===== src/crf_pkg.sv =====
// Package: constants and types of the processor register file and address generator
// Behaviour
// - Sixteen byte registers or eight word registers
// - Address reads full word; data by byte/word
// - Register seven is the stack pointer
// - Program counter sixteen bits, bit zero zero
// - Mask flag blocks maskable interrupts; set on entry
// - Flag bits six and four are user bits
// - Byte arithmetic half-carry from bit three
// - Word arithmetic half-carry from bit eleven
// - Negative flag copies result sign bit
// - Zero flag set on all-zero result
// - Overflow flag set on arithmetic overflow
// - Carry from add, shift, bit accumulator
// - Flags loadable, storable, and/or/xor-modifiable
// - Reset loads vector, sets mask only; here reset clears the counter to PC_RST
// - Register-direct operands byte except word ops
// - Displacement mode: register plus sixteen-bit displacement
// - Post-increment by one or two after access
// - Pre-decrement by one or two before access
// - Short absolute forces upper byte to ones
// - Relative branch add_small_const sign-extended displacement
// - Memory indirect selects word in low page
// - Odd word address cleared to even
package crf_pkg;
    localparam int          WORD_W     = 16;
    localparam int          BYTE_W     = 8;
    localparam int          NUM_WREGS  = 8;
    localparam logic [2:0]  SP_INDEX   = 3'h7;
    // Flag bit positions
    localparam int          FLG_I      = 7;
    localparam int          FLG_U1     = 6;
    localparam int          FLG_H      = 5;
    localparam int          FLG_U0     = 4;
    localparam int          FLG_N      = 3;
    localparam int          FLG_Z      = 2;
    localparam int          FLG_V      = 1;
    localparam int          FLG_C      = 0;
    localparam logic [7:0]  FLAGS_RST  = 8'h80;
    localparam logic [15:0] PC_RST     = 16'h0000;
    localparam logic [7:0]  SHORT_ABS_PAGE = 8'hff;
    localparam logic [7:0]  INDIRECT_PAGE  = 8'h00;
    localparam logic [15:0] STEP_BYTE  = 16'h0001;
    localparam logic [15:0] STEP_WORD  = 16'h0002;

    // Register write width
    typedef enum logic [1:0] {
        CRF_WR_NONE,
        CRF_WR_HIGH,
        CRF_WR_LOW,
        CRF_WR_WORD
    } crf_wr_e;

    // Address generation modes
    typedef enum logic [2:0] {
        CRF_AM_INDIRECT,
        CRF_AM_DISP,
        CRF_AM_POSTINC,
        CRF_AM_PREDEC,
        CRF_AM_ABS8,
        CRF_AM_ABS16,
        CRF_AM_PCREL,
        CRF_AM_MEMIND
    } crf_am_e;

    // Flag update operations
    typedef enum logic [3:0] {
        CRF_FO_NONE,
        CRF_FO_ADD,
        CRF_FO_SUB,
        CRF_FO_LOGIC,
        CRF_FO_SHIFT,
        CRF_FO_BITACC,
        CRF_FO_LOAD,
        CRF_FO_AND,
        CRF_FO_OR,
        CRF_FO_XOR
    } crf_fo_e;

    typedef enum logic [1:0] {
        CRF_PC_HOLD,
        CRF_PC_LOAD,
        CRF_PC_REL,
        CRF_PC_VECTOR
    } crf_pc_e;
endpackage


===== src/crf_core.sv =====
`timescale 1ns/1ps
// Top: registers, program counter, flags and address generation
module crf_core (
    // Clock and reset
    input  wire logic            clk,
    input  wire logic            srst,
    // Register write
    input  wire crf_pkg::crf_wr_e wr_kind,
    input  wire logic [3:0]      wr_num,
    input  wire logic [15:0]     wr_data,
    // Register reads (registered, two cycles later)
    input  wire logic [3:0]      rd_a_num,
    input  wire logic [3:0]      rd_b_num,
    output logic      [15:0]     rd_a_word,
    output logic      [7:0]      rd_a_byte,
    output logic      [15:0]     rd_b_word,
    output logic      [7:0]      rd_b_byte,
    output logic      [15:0]     stack_pointer_alias,
    // Address generation request
    input  wire logic            ag_valid,
    input  wire crf_pkg::crf_am_e ag_mode,
    input  wire logic [2:0]      ag_reg,
    input  wire logic            ag_word,
    input  wire logic [15:0]     ag_ext,
    output logic                 ag_done,
    output logic      [15:0]     ag_addr,
    // Program counter control
    input  wire crf_pkg::crf_pc_e pc_op,
    input  wire logic [15:0]     pc_load_val,
    input  wire logic [7:0]      pc_disp,
    output logic      [15:0]     pc_out,
    // Flag update
    input  wire crf_pkg::crf_fo_e flag_op,
    input  wire logic            flag_word,
    input  wire logic [15:0]     op_a,
    input  wire logic [15:0]     op_b,
    input  wire logic            op_carry_in,
    input  wire logic [15:0]     logic_result,
    input  wire logic            shift_out,
    input  wire logic            bit_value,
    input  wire logic [7:0]      flag_imm,
    input  wire logic            irq_entry,
    output logic      [7:0]      condition_flags,
    // Interrupt gating
    input  wire logic            irq_maskable_req,
    input  wire logic            irq_nmi_req,
    output logic                 irq_take
);
    localparam int AW = 3;

    logic [15:0] mem_a;
    logic [15:0] mem_b;
    logic [15:0] sp_rd;
    logic        a_lo_reg;
    logic        b_lo_reg;
    logic [15:0] pc_reg;
    logic [7:0]  flags_reg;
    logic        mem_hi_we;
    logic        mem_lo_we;
    logic [2:0]  mem_widx;
    logic [15:0] mem_wdata;
    logic [15:0] ag_base;
    logic [15:0] ag_raw;
    logic [15:0] ag_step;
    logic        ag_upd;
    logic [15:0] ag_upd_val;
    logic        ag_drop;
    logic        ag_v1_reg;
    crf_pkg::crf_am_e ag_mode_reg;
    logic        ag_word_reg;
    logic [2:0]  ag_reg_reg;
    logic [15:0] ag_ext_reg;
    logic [15:0] pc_snap_reg;
    logic [15:0] pc_next;

    // Auto-update wins over a plain write
    always_comb begin
        ag_step    = ag_word_reg ? crf_pkg::STEP_WORD : crf_pkg::STEP_BYTE;
        ag_upd     = ag_v1_reg && (ag_mode_reg == crf_pkg::CRF_AM_POSTINC
                                   || ag_mode_reg == crf_pkg::CRF_AM_PREDEC);
        ag_drop    = ag_valid && (ag_mode == crf_pkg::CRF_AM_POSTINC
                                  || ag_mode == crf_pkg::CRF_AM_PREDEC);
        ag_upd_val = (ag_mode_reg == crf_pkg::CRF_AM_POSTINC) ? ag_base + ag_step
                                                              : ag_base - ag_step;
        mem_widx   = wr_num[2:0];
        mem_wdata  = {wr_data[7:0], wr_data[7:0]};
        mem_hi_we  = 1'b0;
        mem_lo_we  = 1'b0;
        if (ag_upd) begin
            mem_widx  = ag_reg_reg;
            mem_wdata = ag_upd_val;
            mem_hi_we = 1'b1;
            mem_lo_we = 1'b1;
        end else if (ag_drop) begin
            mem_hi_we = 1'b0;
        end else if (wr_kind == crf_pkg::CRF_WR_WORD) begin
            mem_wdata = wr_data;
            mem_hi_we = 1'b1;
            mem_lo_we = 1'b1;
        end else if (wr_kind == crf_pkg::CRF_WR_HIGH) begin
            mem_hi_we = 1'b1;
        end else if (wr_kind == crf_pkg::CRF_WR_LOW) begin
            mem_lo_we = 1'b1;
        end
    end

    crf_regmem #(
        .DEPTH (crf_pkg::NUM_WREGS),
        .AW    (AW)
    ) u_mem (
        .clk       (clk),
        .wr_idx    (mem_widx),
        .wr_hi     (mem_hi_we),
        .wr_lo     (mem_lo_we),
        .wr_data   (mem_wdata),
        .rd_a_idx  (rd_a_num[2:0]),
        .rd_b_idx  (ag_valid ? ag_reg : rd_b_num[2:0]),
        .rd_a_data (mem_a),
        .rd_b_data (mem_b)
    );

    // Second copy: address base and stack pointer
    crf_regmem #(
        .DEPTH (crf_pkg::NUM_WREGS),
        .AW    (AW)
    ) u_sp (
        .clk       (clk),
        .wr_idx    (mem_widx),
        .wr_hi     (mem_hi_we),
        .wr_lo     (mem_lo_we),
        .wr_data   (mem_wdata),
        .rd_a_idx  (crf_pkg::SP_INDEX),
        .rd_b_idx  (ag_reg),
        .rd_a_data (sp_rd),
        .rd_b_data (ag_base)
    );

    always_ff @(posedge clk) begin
        a_lo_reg <= rd_a_num[3];
        b_lo_reg <= rd_b_num[3];
    end

    // Data reads: word, or one byte half
    always_ff @(posedge clk) begin
        if (srst) begin
            rd_a_word           <= 16'h0000;
            rd_a_byte           <= 8'h00;
            rd_b_word           <= 16'h0000;
            rd_b_byte           <= 8'h00;
            stack_pointer_alias <= 16'h0000;
        end else begin
            rd_a_word           <= mem_a;
            rd_a_byte           <= a_lo_reg ? mem_a[7:0] : mem_a[15:8];
            rd_b_word           <= mem_b;
            rd_b_byte           <= b_lo_reg ? mem_b[7:0] : mem_b[15:8];
            stack_pointer_alias <= sp_rd;
        end
    end

    // Address results land two edges after the request
    always_ff @(posedge clk) begin
        if (srst) begin
            ag_v1_reg   <= 1'b0;
            ag_reg_reg  <= 3'h0;
            ag_mode_reg <= crf_pkg::CRF_AM_INDIRECT;
            ag_word_reg <= 1'b0;
            ag_ext_reg  <= 16'h0000;
            pc_snap_reg <= 16'h0000;
        end else begin
            ag_v1_reg   <= ag_valid;
            ag_reg_reg  <= ag_reg;
            ag_mode_reg <= ag_mode;
            ag_word_reg <= ag_word;
            ag_ext_reg  <= ag_ext;
            pc_snap_reg <= pc_reg;
        end
    end

    always_comb begin
        case (ag_mode_reg)
            crf_pkg::CRF_AM_DISP:    ag_raw = ag_base + ag_ext_reg;
            crf_pkg::CRF_AM_PREDEC:  ag_raw = ag_upd_val;
            crf_pkg::CRF_AM_ABS8:    ag_raw = {crf_pkg::SHORT_ABS_PAGE, ag_ext_reg[7:0]};
            crf_pkg::CRF_AM_ABS16:   ag_raw = ag_ext_reg;
            crf_pkg::CRF_AM_PCREL:   ag_raw = pc_snap_reg
                                            + {{8{ag_ext_reg[7]}}, ag_ext_reg[7:0]};
            crf_pkg::CRF_AM_MEMIND:  ag_raw = {crf_pkg::INDIRECT_PAGE, ag_ext_reg[7:0]};
            default:                 ag_raw = ag_base;
        endcase
    end

    always_ff @(posedge clk) begin
        if (srst) begin
            ag_done <= 1'b0;
            ag_addr <= 16'h0000;
        end else begin
            ag_done <= ag_v1_reg;
            if (ag_v1_reg) begin
                // Word access and branch targets ignore bit zero
                ag_addr <= (ag_word_reg || ag_mode_reg == crf_pkg::CRF_AM_PCREL
                            || ag_mode_reg == crf_pkg::CRF_AM_MEMIND)
                           ? {ag_raw[15:1], 1'b0} : ag_raw;
            end
        end
    end

    // Program counter
    always_comb begin
        case (pc_op)
            crf_pkg::CRF_PC_LOAD,
            crf_pkg::CRF_PC_VECTOR: pc_next = {pc_load_val[15:1], 1'b0};
            crf_pkg::CRF_PC_REL:    pc_next = pc_reg
                                              + {{8{pc_disp[7]}}, pc_disp[7:1], 1'b0};
            default:                pc_next = pc_reg;
        endcase
    end

    always_ff @(posedge clk) begin
        if (srst) begin
            pc_reg <= crf_pkg::PC_RST;
            pc_out <= crf_pkg::PC_RST;
        end else begin
            pc_reg <= pc_next;
            pc_out <= {pc_next[15:1], 1'b0};
        end
    end

    // Flag computation
    logic [16:0] sum17;
    logic [4:0]  lo_nib;
    logic [12:0] lo_12;
    logic [7:0]  flags_next;
    logic        is_sub;
    logic [15:0] b_eff;
    logic [15:0] res;

    always_comb begin
        is_sub = (flag_op == crf_pkg::CRF_FO_SUB);
        b_eff  = is_sub ? ~op_b : op_b;
        sum17  = {1'b0, op_a} + {1'b0, b_eff} + {16'h0000, op_carry_in ^ is_sub};
        lo_nib = {1'b0, op_a[3:0]} + {1'b0, b_eff[3:0]} + {4'h0, op_carry_in ^ is_sub};
        lo_12  = {1'b0, op_a[11:0]} + {1'b0, b_eff[11:0]} + {12'h000, op_carry_in ^ is_sub};
        res    = flag_word ? sum17[15:0] : {8'h00, sum17[7:0]};
        flags_next = flags_reg;
        case (flag_op)
            crf_pkg::CRF_FO_ADD, crf_pkg::CRF_FO_SUB: begin
                flags_next[crf_pkg::FLG_H] = (flag_word ? lo_12[12] : lo_nib[4]) ^ is_sub;
                flags_next[crf_pkg::FLG_N] = flag_word ? res[15] : res[7];
                flags_next[crf_pkg::FLG_Z] = flag_word ? (res == 16'h0000)
                                                       : (res[7:0] == 8'h00);
                flags_next[crf_pkg::FLG_V] = flag_word
                    ? (op_a[15] == b_eff[15]) && (res[15] != op_a[15])
                    : (op_a[7] == b_eff[7]) && (res[7] != op_a[7]);
                flags_next[crf_pkg::FLG_C] = (flag_word ? sum17[16]
                    : (sum17[8] ^ op_a[8] ^ b_eff[8])) ^ is_sub;
            end
            crf_pkg::CRF_FO_LOGIC: begin
                flags_next[crf_pkg::FLG_N] = flag_word ? logic_result[15] : logic_result[7];
                flags_next[crf_pkg::FLG_Z] = flag_word ? (logic_result == 16'h0000)
                                                       : (logic_result[7:0] == 8'h00);
                flags_next[crf_pkg::FLG_V] = 1'b0;
            end
            crf_pkg::CRF_FO_SHIFT:  flags_next[crf_pkg::FLG_C] = shift_out;
            crf_pkg::CRF_FO_BITACC: flags_next[crf_pkg::FLG_C] = bit_value;
            crf_pkg::CRF_FO_LOAD:   flags_next = flag_imm;
            crf_pkg::CRF_FO_AND:    flags_next = flags_reg & flag_imm;
            crf_pkg::CRF_FO_OR:     flags_next = flags_reg | flag_imm;
            crf_pkg::CRF_FO_XOR:    flags_next = flags_reg ^ flag_imm;
            default:                flags_next = flags_reg;
        endcase
        if (irq_entry) begin
            flags_next[crf_pkg::FLG_I] = 1'b1;
        end
    end

    // Only the mask bit has a defined reset value; others are zeroed for determinism
    always_ff @(posedge clk) begin
        if (srst) begin
            flags_reg <= crf_pkg::FLAGS_RST;
        end else begin
            flags_reg <= flags_next;
        end
    end

    always_ff @(posedge clk) begin
        if (srst) begin
            condition_flags <= crf_pkg::FLAGS_RST;
            irq_take        <= 1'b0;
        end else begin
            condition_flags <= flags_next;
            irq_take        <= irq_nmi_req
                               || (irq_maskable_req && !flags_reg[crf_pkg::FLG_I]);
        end
    end
endmodule


===== src/crf_regmem.sv =====
`timescale 1ns/1ps
// Eight-entry word register memory with byte-lane writes and registered reads
module crf_regmem #(
    parameter int DEPTH  = 8,
    parameter int AW     = 3
) (
    // Clock
    input  wire logic          clk,
    // Write port
    input  wire logic [AW-1:0] wr_idx,
    input  wire logic          wr_hi,
    input  wire logic          wr_lo,
    input  wire logic [15:0]   wr_data,
    // Read ports
    input  wire logic [AW-1:0] rd_a_idx,
    input  wire logic [AW-1:0] rd_b_idx,
    output logic      [15:0]   rd_a_data,
    output logic      [15:0]   rd_b_data
);
    logic [15:0] mem_reg [DEPTH];

    // Contents are left undefined by reset, so the array has no reset term
    generate
        for (genvar i = 0; i < DEPTH; i++) begin : g_ent
            always_ff @(posedge clk) begin
                if (wr_hi && wr_idx == AW'(i)) begin
                    mem_reg[i][15:8] <= wr_data[15:8];
                end
                if (wr_lo && wr_idx == AW'(i)) begin
                    mem_reg[i][7:0] <= wr_data[7:0];
                end
            end
        end
    endgenerate

    always_ff @(posedge clk) begin
        rd_a_data <= mem_reg[rd_a_idx];
        rd_b_data <= mem_reg[rd_b_idx];
    end
endmodule


===== config.mk =====
export PLATFORM = sky130hd
export DESIGN_NAME = crf_core
export DESIGN_NICKNAME = d
export VERILOG_FILES = /design/src/crf_pkg.sv /design/src/crf_core.sv /design/src/crf_regmem.sv
export SDC_FILE = /design/constraint.sdc
export NUM_CORES = 1
export LEC_CHECK = 0
export ABC_AREA = 1
export CORE_ASPECT_RATIO = 0.6
export CORE_UTILIZATION = 65
export CTS_CLUSTER_DIAMETER = 60
export DETAILED_ROUTE_END_ITERATION = 7
export DONT_BUFFER_PORTS = 1
export GPL_TIMING_DRIVEN = 0
export PLACE_DENSITY = 0.8
export REMOVE_ABC_BUFFERS = 1
export SYNTH_ARGS = -nofsm -noshare
export SYNTH_HDL_FRONTEND = slang
export SYNTH_SLANG_ARGS = --single-unit

===== constraint.sdc =====
create_clock -name clk -period 7.9 [get_ports clk]
set_input_delay 1.58 -clock clk [delete_from_list [all_inputs] [get_ports clk]]
set_output_delay 1.58 -clock clk [all_outputs]
set_load 0.03 [all_outputs]

-- Word level (Yosys, flattened, before mapping)
Memory sizes are Yosys's and may differ from the RTL's. A register that Yosys moved wholly into a read port is not among the register bits.
Index checks and enable logic that the tools add are counted.
W data, S select, Z words.
- bits in registers: 149
- bits in writable memories: 256
- input bits: 149
- word-level logic and storage cells: 244
- memories: 2
- add/sub/neg operators: 11
- equality and inequality tests: 35
- multiplexer cells: 109
- bitwise operators: 9
- reduce and logical (&&, ||, !) cells: 54
- memories (memory ; depth ; width ; rd ports ; clocked after memory_dff ; wr ports ; RTL line ; text):
    u_mem.mem_reg ; 8 ; 16 ; 2 ; 2 ; 1 ; crf_regmem.sv:20 ; logic [15:0] mem_reg [DEPTH];
    u_sp.mem_reg ; 8 ; 16 ; 2 ; 2 ; 1 ; crf_regmem.sv:20 ;
- operators with widths (kind ; count):
    $mux W16 ; 20
    $reduce_or A16 Y1 ; 14
    $pmux W16 S6 ; 1
    $mux W1 ; 49
    $add A16 B16 Y16 ; 3
    $mux W3 ; 16
    $logic_not A16 Y1 ; 2
    $pmux W16 S2 ; 1
    $mux W2 ; 15
    $eq A3 B3 Y1 const B ; 8
    $logic_and A1 B1 Y1 ; 21
    $eq A3 B2 Y1 const B ; 6
    $pmux W3 S6 ; 1
    $add A16 B16 Y17 ; 1
    $add A17 B1 Y17 ; 1
    $add A16 B2 Y16 ; 1
    $eq A4 B3 Y1 const B ; 4
    $logic_not A8 Y1 ; 2
    $mux W8 ; 2
    $not A16 Y16 ; 1
    $sub A16 B2 Y16 ; 1
    $add A12 B12 Y13 ; 1
    $add A13 B1 Y13 ; 1
    $and A8 B8 Y8 ; 1
    26 further kinds ; 45

-- Logic depth before layout (Yosys ltp)
Gate-level depths: netlist of the first run.
- word-level depth: 17
- mapped depth: 22
- gate-level depth less buffers: 20

-- Cells and area by module
Synthesis of the first run repeated with hierarchy kept, for this count alone.
- cell total of the unflattened synthesis: 3430
- area total of the unflattened synthesis: 25720.9 µm²
- by module, submodules not included (module ; instances ; cells an instance ; area each (µm²)):
    crf_core ; 1 ; 1604 ; 10422.5
    crf_regmem at u_sp ; 1 ; 913 ; 7652.3
    crf_regmem at u_mem ; 1 ; 913 ; 7646.1

-- Worst setup path before layout of the first run
Ideal clock, no wire load.
- path kind: input-to-reg
- from: in flag_op[3]
- to: reg condition_flags[5]
- library setup time: 0.070 ns
- data arrival time: 4.045 ns
- data required time: 7.830 ns
- setup slack: 3.784 ns
- cell stages on the path: 16
- path through: nor2_1 > nand2_1 > buf_6 > xor2_1 > fa_1 > fa_1 > inv_1 > nand3_1 > nand2_1 > nand3_1 > nand3_1 > o21ai_0 > or2_2 > nand3_1 > nand2_1 > a21oi_1
- word-level cells in the longest chain between the ends: 7
- RTL lines (item ; RTL line ; text):
    start, declared ; crf_core.sv:33 ; input wire crf_pkg::crf_fo_e flag_op,
    $eq A4 B2 Y1 ; crf_core.sv:238, crf_core.sv:245 ;
    $mux W16 ; crf_core.sv:239 ; b_eff = is_sub ? ~op_b : op_b;
    $add A12 B12 Y13 or $add A4 B4 Y5 (tied branches) ; crf_core.sv:242, crf_core.sv:241 ;
    $add A13 B1 Y13 or $add A5 B1 Y5 (tied branches) ; crf_core.sv:242, crf_core.sv:241 ;
    $mux W1 ; crf_core.sv:247 ; flags_next[crf_pkg::FLG_H] = (flag_word ? lo_12[12] : lo_nib[4]) ^ is_sub;
    $xor A1 B1 Y1 ; crf_core.sv:247 ;
    $pmux W1 S5 ; crf_core.sv:245 ; case (flag_op)
    end signal, assigned ; crf_core.sv:287 ; condition_flags <= crf_pkg::FLAGS_RST;
    end signal, assigned ; crf_core.sv:290 ; condition_flags <= flags_next;
    end, declared ; crf_core.sv:43 ; output logic [7:0] condition_flags,
Several ways; a longest one is shown, not always the timed one.
A chain may end at the register's enable or synchronous reset.

-- Worst setup path in the final report of the first run
Same ends and word-level chain as after synthesis.

==> impl_metrics.tcl, run 1 <==
set metrics [dict create \
    critical_path.slowest_cell "nand2_1" \
    rrSetupSlack_ns 3.49 \
    dieArea_um2 30000 \
    place_area_um2 19200 \
    p_comb_share_pct 18.3 \
    syn2layout_area_growth_pct 6.48 \
    worstPathCellList "nor2_1, nand2_1, xor2_1, fa_1, fa_1, inv_1, nand3_1, nand2_1, nand3_1, nand3_1, o21ai_0, or2_2, nand3_1, nand2_1, a21oi_1" \
    portBuffers 0 \
    path_delay_family "simple AND/OR/NAND/NOR gates" \
    largest_register_ffs 96 \
    finalClockSkew_ns 0.0121 \
    p_seq_share_pct 47.0 \
    cp_max_fo 20 \
    drive_gt1_share_pct 3.51 \
    ant_nets 0 \
    switching_share_pct 31.4 \
    cts_buffers 30 \
    place.gp.congestion 0.992 \
    synth_edf_count 128 \
    drcViolationCount 3 \
    clk_latency_ns 0.58 \
    tns_ns 0 \
    post_cts_buffers 0 \
    layout_setup_ws_ns 3.25 \
    core_area_um2 28800 \
    htreeDepth 1 \
    status "finished, violations left" \
    die_w_um 223 \
    rsz0062_at_grt "no" \
    ys_warn_count 0 \
    grt_overflow 0 \
    synthArstFlopShare_pct 0 \
    final_util_pct 70.5 \
    synth_top_area_share_pct 22.1 \
    drv_cap 0 \
    fin_cells 2915 \
    startpoint_type "input pin" \
    slowest_delay_ns 0.66 \
    p_leak_nw 9.18 \
    grt_pass1_wl_um 91400 \
    initial_utilization_pct 66.2 \
    cts.repair.resized 0 \
    synth_seq_cells 338 \
    final_nets 2759 \
    switchingPower_mw 1.41 \
    fp-row-count 48 \
    dr.pass1.iters 8 \
    fmax_ghz 0.215 \
    clockBufferDepth 3 \
    ios 255 \
    hold_viol_final 0 \
    crit_type "input pin to flop" \
    grt_use_total_pct 39.8 \
    drt-wirelength-per-cell_um 21.1 \
    fin_area_um2 20300 \
    whs_ns 0.378 \
    cts_hold_buf 0 \
    arrival_ns 5.16 \
    end_kind "flop" \
    via_count 18233 \
    first_global_vias 15993 \
    placedCellCount 2856 \
    fin_crit_ns 4.65 \
    root_buffer "clkbuf_16" \
    slew_violations 0 \
    vdd_drop_max_mv 0.214 \
    required_ns 8.41 \
    synth_area_um2 19000 \
    seq_area_frac_synth_pct 42.3 \
    nFillCells 2358 \
    synth_largest_area_cell "dfxtp_1" \
    synth.top_cells.by_area "dfxtp_1, edfxtp_1, nand2_1, o21ai_0, inv_1" \
    cp.buffers_inverters 1 \
    clock-sinks 338 \
    synth.avg_cell_area_um2 7.37 \
    grt_max_degree 120 \
    synthCells 2584 \
    slew_headroom_pct 4.86 \
    cts_tree "yes" \
    drt_wl_total_um 61600 \
    post-place-ws_ns 2.72 \
    p_int_mw 3.06 \
    p_per_area_nw_per_um2 220 \
    worst_pin_slew_ns 1.42 \
    die_h_um 135 \
    drtIter0Drc 3049 \
    final-setup-viol-count 0 \
    cpMostUsedCell "nand3_1" \
    ys.flop_type "dfxtp_1" \
    hold_path_class "flop to flop" \
    grt_antenna_before_repair 5 \
    power_frac_clock_pct 34.8 \
    viasPerCell 6.25 \
    hpwlAfterDp_um 44200 \
    clk_pin_slew_worst_paths_ns 0.06 \
    violations "DRC" \
    total_power_mw 4.47 \
    fin_crit_sh_pct 58.9 \
    yosys.cell_types.count 51 \
]
[power by group through the flow]
stage / logic [mW] / registers (mW) / clock network [mW]
2_1_floorplan: 0.558 / 2.09 / 0
3_3_place_gp: 0.747 / 2.13 / 0
3_5_place_dp: 0.772 / 2.13 / 0
4_1_cts: 0.779 / 2.09 / 1.55
5_1_grt: 0.900 / 2.11 / 1.62
6_report: 0.817 / 2.10 / 1.55
[cells in the final DEF (no fill, tap or decap), types with 7 or more instances in the layout]
master,instances
clkbuf_8,9
nand2_1,497
xor2_1,14
clkbuf_16,33
a31oi_1,52
nand3_1,134
a22oi_1,11
nand3b_1,9
a221oi_1,17
o21ai_1,12
a21oi_1,248
xnor2_1,15
dfxtp_1,210
a21boi_0,8
o211ai_1,12
or2_2,13
nor2_1,270
edfxtp_1,128
inv_1,358
nand4_1,22
o21ai_0,278
and2_1,7
inv_2,8
nor3_1,14
ha_1,89
[final timing paths]
check | startpoint | end | cells after the start
worst max register to register | ag_v1_reg | u_sp.mem_reg[4][12] | 8
worst max-delay path | flag_op[3] | condition_flags[5] | 15
worst min register to register | u_sp.mem_reg[7][7] | u_sp.rd_a_data[7] | 0
worst min-delay path | u_sp.mem_reg[7][7] | u_sp.rd_a_data[7] | 0
[routing by layer]
metal	vias up	wire length, µm	global-route usage (%)
met5	-	39	0
met4	6	1900	11.0
met3	195	10100	13.1
met2	1347	23700	53.4
met1	8226	25800	60.1
li1	8459	-	-
[synthesized netlist by cell type, types with 7 or more instances]
library cell,instances
and2_1,7
dfxtp_1,210
inv_2,9
o211ai_1,12
o21ai_0,278
nand3b_1,9
o21ai_1,13
buf_2,16
nand4_1,22
nor3_1,14
a221oi_1,17
clkbuf_1,78
nand3_1,134
xnor2_1,15
ha_1,89
edfxtp_1,128
buf_1,8
xor2_1,14
nand2_1,497
a21boi_0,8
or2_2,13
a31oi_1,52
a22oi_1,11
nor2_1,270
inv_1,358
a21oi_1,248
[cell type report]
cell class              instances  area [µm²]  area share, %
multi-input cells            1771        9190           45.3
flip-flops and latches        338        8050           39.7
inverters                     369        1390           6.84
clock buffers                  48         972           4.79
well taps                     375         469           2.31
repair buffers                  6         128          0.629
clock inverters                 7        77.6          0.383
diodes                          1        2.50         0.0123
[kinds of logic (layout without fill, tap and decap cells)]
group	after synthesis	in the layout	share of synthesized area [%]
AO/OA/AOI/OAI	663	663	18.9
XOR/XNOR	29	29	1.33
adder cells (fa/ha/maj)	94	94	6.37
buffers and inverters	475	430	9.57
flip-flops	338	338	42.3
multiplexers	4	4	0.210
other	1	2	0.0197
AND/OR/NAND/NOR	980	980	21.4
Power figures use the tool's default switching activity.
==> run 2, diff against run 1 <==
--- a/config.mk
+++ b/config.mk
@@ -5,14 +5,14 @@
 export SDC_FILE = /design/constraint.sdc
 export NUM_CORES = 1
 export LEC_CHECK = 0
-export ABC_AREA = 1
+export ABC_AREA = 0
 export CORE_ASPECT_RATIO = 0.6
-export CORE_UTILIZATION = 65
+export CORE_UTILIZATION = 64
 export CTS_CLUSTER_DIAMETER = 60
 export DETAILED_ROUTE_END_ITERATION = 7
 export DONT_BUFFER_PORTS = 1
 export GPL_TIMING_DRIVEN = 0
-export PLACE_DENSITY = 0.8
+export PLACE_DENSITY = 0.79
 export REMOVE_ABC_BUFFERS = 1
 export SYNTH_ARGS = -nofsm -noshare
 export SYNTH_HDL_FRONTEND = slang
==> constraint.sdc (replaced) <==
create_clock -name clk -period 4.4 [get_ports clk]
set_input_delay 0.88 -clock clk [delete_from_list [all_inputs] [get_ports clk]]
set_output_delay 0.88 -clock clk [all_outputs]
set_load 0.03 [all_outputs]
==> run 2 against run 1 <==
  * The run now ends clean
  * Clock power increased by 85%
  * Worst setup slack got worse by 3.1 ns
  * Flip-flop and latch count did not move
  * Largest cell class unchanged
  * Sequential power up 79%
  * Hold slack got worse by 0.050 ns
  * Non-clock buffer count shrank 1
  * Critical path type is now flop to flop
  * Sequential share of layout area grew 1.9 points
  * Die area is 4.1% lower
  * Power up 77%
  * Via count decreased by 28%
==> impl_metrics.tcl, run 2 <==
set metrics [dict create \
    status "finished, final reports clean" \
    largest_register_ffs 96 \
    synth_top_family_by_area "multiplexers" \
    slew_headroom_pct 8.27 \
    yosys.cell_types.count 81 \
    htreeDepth 1 \
    p_per_area_nw_per_um2 409 \
    ios 255 \
    synth.most_common_cell "dfxtp_1" \
    initial_utilization_pct 65.2 \
    ant_nets 0 \
    seq_area_frac_synth_pct 44.8 \
    synth.top_cells.by_area "dfxtp_1, edfxtp_1, mux4_2, ha_1, nor2b_1" \
    startpoint_type "flop" \
    p_leak_nw 7.38 \
    grt_overflow 0 \
    dieArea_um2 28800 \
    synth_top_area_share_pct 23.4 \
    synthArstFlopShare_pct 0 \
    slew_violations 0 \
    clock-sinks 338 \
    synth_area_um2 18000 \
    cts_tree "yes" \
    fin_crit_sh_pct 96.9 \
    hpwlAfterDp_um 33600 \
    drcViolationCount 0 \
    clk_pin_slew_worst_paths_ns 0.06 \
    synth.avg_cell_area_um2 11.2 \
    nFillCells 1928 \
    clk_latency_ns 0.59 \
    hold_path_class "input pin to flop" \
    synth_fa_ha_area_share_pct 6.75 \
    drive_gt1_share_pct 15.0 \
    dr.pass1.iters 6 \
    diodes 0 \
    ys_warn_count 0 \
    synth_largest_area_cell "dfxtp_1" \
    clockBufferDepth 3 \
    cp_max_fo 25 \
    crit_type "flop to flop" \
    drt-wirelength-per-cell_um 24.2 \
    required_ns 4.69 \
    die_h_um 132 \
    die_w_um 218 \
    grt_pass1_wl_um 71200 \
    cts_buffers 31 \
    total_power_mw 7.92 \
    hold_viol_final 0 \
    post_cts_buffers 0 \
    first_global_vias 12145 \
    post-place-ws_ns -0.729 \
    arrival_ns 4.56 \
    core_area_um2 27600 \
    synthCells 1602 \
    synth_edf_count 128 \
    grt_max_degree 140 \
    synth_mux_area_share_pct 17.6 \
    drtIter0Drc 1497 \
    viasPerCell 6.75 \
    portBuffers 0 \
    end_kind "flop" \
    finalClockSkew_ns 0.0273 \
    fin_crit_ns 4.26 \
    grt_use_total_pct 32.4 \
    fmax_ghz 0.235 \
    grt_antenna_before_repair 3 \
    synthSimpleGateAreaFrac_pct 12.6 \
    root_buffer "clkbuf_16" \
    place.gp.congestion 0.947 \
    final-setup-viol-count 0 \
    rsz0062_at_grt "no" \
    drv_cap 0 \
    syn2layout_area_growth_pct 7.83 \
    vdd_drop_max_mv 0.369 \
    worst_pin_slew_ns 1.36 \
    synth_seq_cells 338 \
    layout_setup_ws_ns 0.136 \
    ys.flop_type "dfxtp_1" \
    final_nets 1804 \
    synth_compound_area_share_pct 12.0 \
    final_common_cell "dfxtp_1" \
    synth-xor-area-share_pct 3.36 \
    via_count 13173 \
    fp-row-count 47 \
    layout_common_cells "dfxtp_1, edfxtp_1, nor2_1" \
    drt_wl_total_um 47200 \
    yosys-top-cells-count "dfxtp_1, edfxtp_1, nor2_1" \
]
run 2: cell types whose count changed after synthesis, moves of 21 or more:
cell / previous run / this run
a21oi_1: 248 / 93
a31oi_1: 52 / 12
inv_1: 358 / 52
mux2_2: 0 / 54
mux2i_1: 4 / 37
mux4_2: 0 / 97
nand2_1: 497 / 94
nand3_1: 134 / 20
nor2_1: 270 / 116
nor2b_1: 0 / 106
nor3_1: 14 / 36
o21ai_0: 278 / 68
xor2_1: 14 / 35
run 2: cell families after synthesis:
family,Yosys count
flops,338
simple gates,448
buf+inv,134
mux,188
compound gates,330
other cells,1
fa+ha+maj,94
xor+xnor,69
run 2: layout make-up:
| type | instances | area [µm²] | share of cell area (%) |
|---|---|---|---|
| Tap cell | 367 | 459 | 2.37 |
| Inverter | 55 | 206 | 1.07 |
| Timing Repair Buffer | 5 | 97.6 | 0.503 |
| Multi-Input combinational cell | 1130 | 9470 | 48.9 |
| Sequential cell | 338 | 8060 | 41.6 |
| Clock buffer | 41 | 905 | 4.67 |
| Clock inverter | 17 | 191 | 0.988 |
run 2: metrics by stage:
stage	util (%)	hold slack, ns	instance area [µm²]	TNS (ns)	instances
finish	70.3	0.328	19400	0	1953
global route	70.3	0.308	19400	0	1953
CTS	70.2	0.309	19400	0	1953
detailed placement	66.2	0.408	18300	-47.43	1895
global placement	65.7	0.392	18100	-75.14	1890
floorplan	-	0.377	17700	-15.63	1523
run 2: path summary, 6_finish.rpt:
kind                                     startpoint             endpoint  slack [ns]  cells past startpoint
worst min-delay path                    rd_b_num[3]             b_lo_reg        0.33                      0
worst max-delay path                 ag_mode_reg[1]  u_sp.mem_reg[0][14]        0.14                     12
worst min register to register  u_sp.mem_reg[7][15]   u_sp.rd_a_data[15]        0.43                      0
worst max register to register       ag_mode_reg[1]  u_sp.mem_reg[0][14]        0.14                     12
run 2: what timing repair did:
action,CTS,global route
hold buffers,0,0
hold endpoints to repair,0,0
endpoints found under the setup margin,130,32
gates resized for setup,6,8
run 2: report_power, final:
group	switching (mW)	internal (mW)	leakage, nW
clock network	1.23	1.64	0.544
logic	0.705	0.596	3.92
registers	0.310	3.44	2.92
total	2.25	5.67	7.38
run 2: metal layers:
metal | part of all wire (%) | wire length, µm | up-vias | track usage [%]
met2 | 42 | 20000 | 806 | 45.5
met3 | 13 | 6330 | 92 | 9.90
li1 | - | - | 5914 | -
met1 | 42 | 19900 | 6359 | 49.2
met4 | 2.0 | 967 | 2 | 6.68
met5 | 0.023 | 11 | - | 0
run 2: critical path: stages, from the launching register on:
cell and delay, ns:
dfxtp_4 0.54, clkinv_1 0.34, nor2_1 0.30, nand2_2 0.30
ha_1 0.47, nor2b_1 0.17, o21ai_0 0.12, a21oi_1 0.37
o211ai_1 0.24, and2_1 0.21, o21ai_0 0.31, xnor2_1 0.11
o21ai_1 0.48
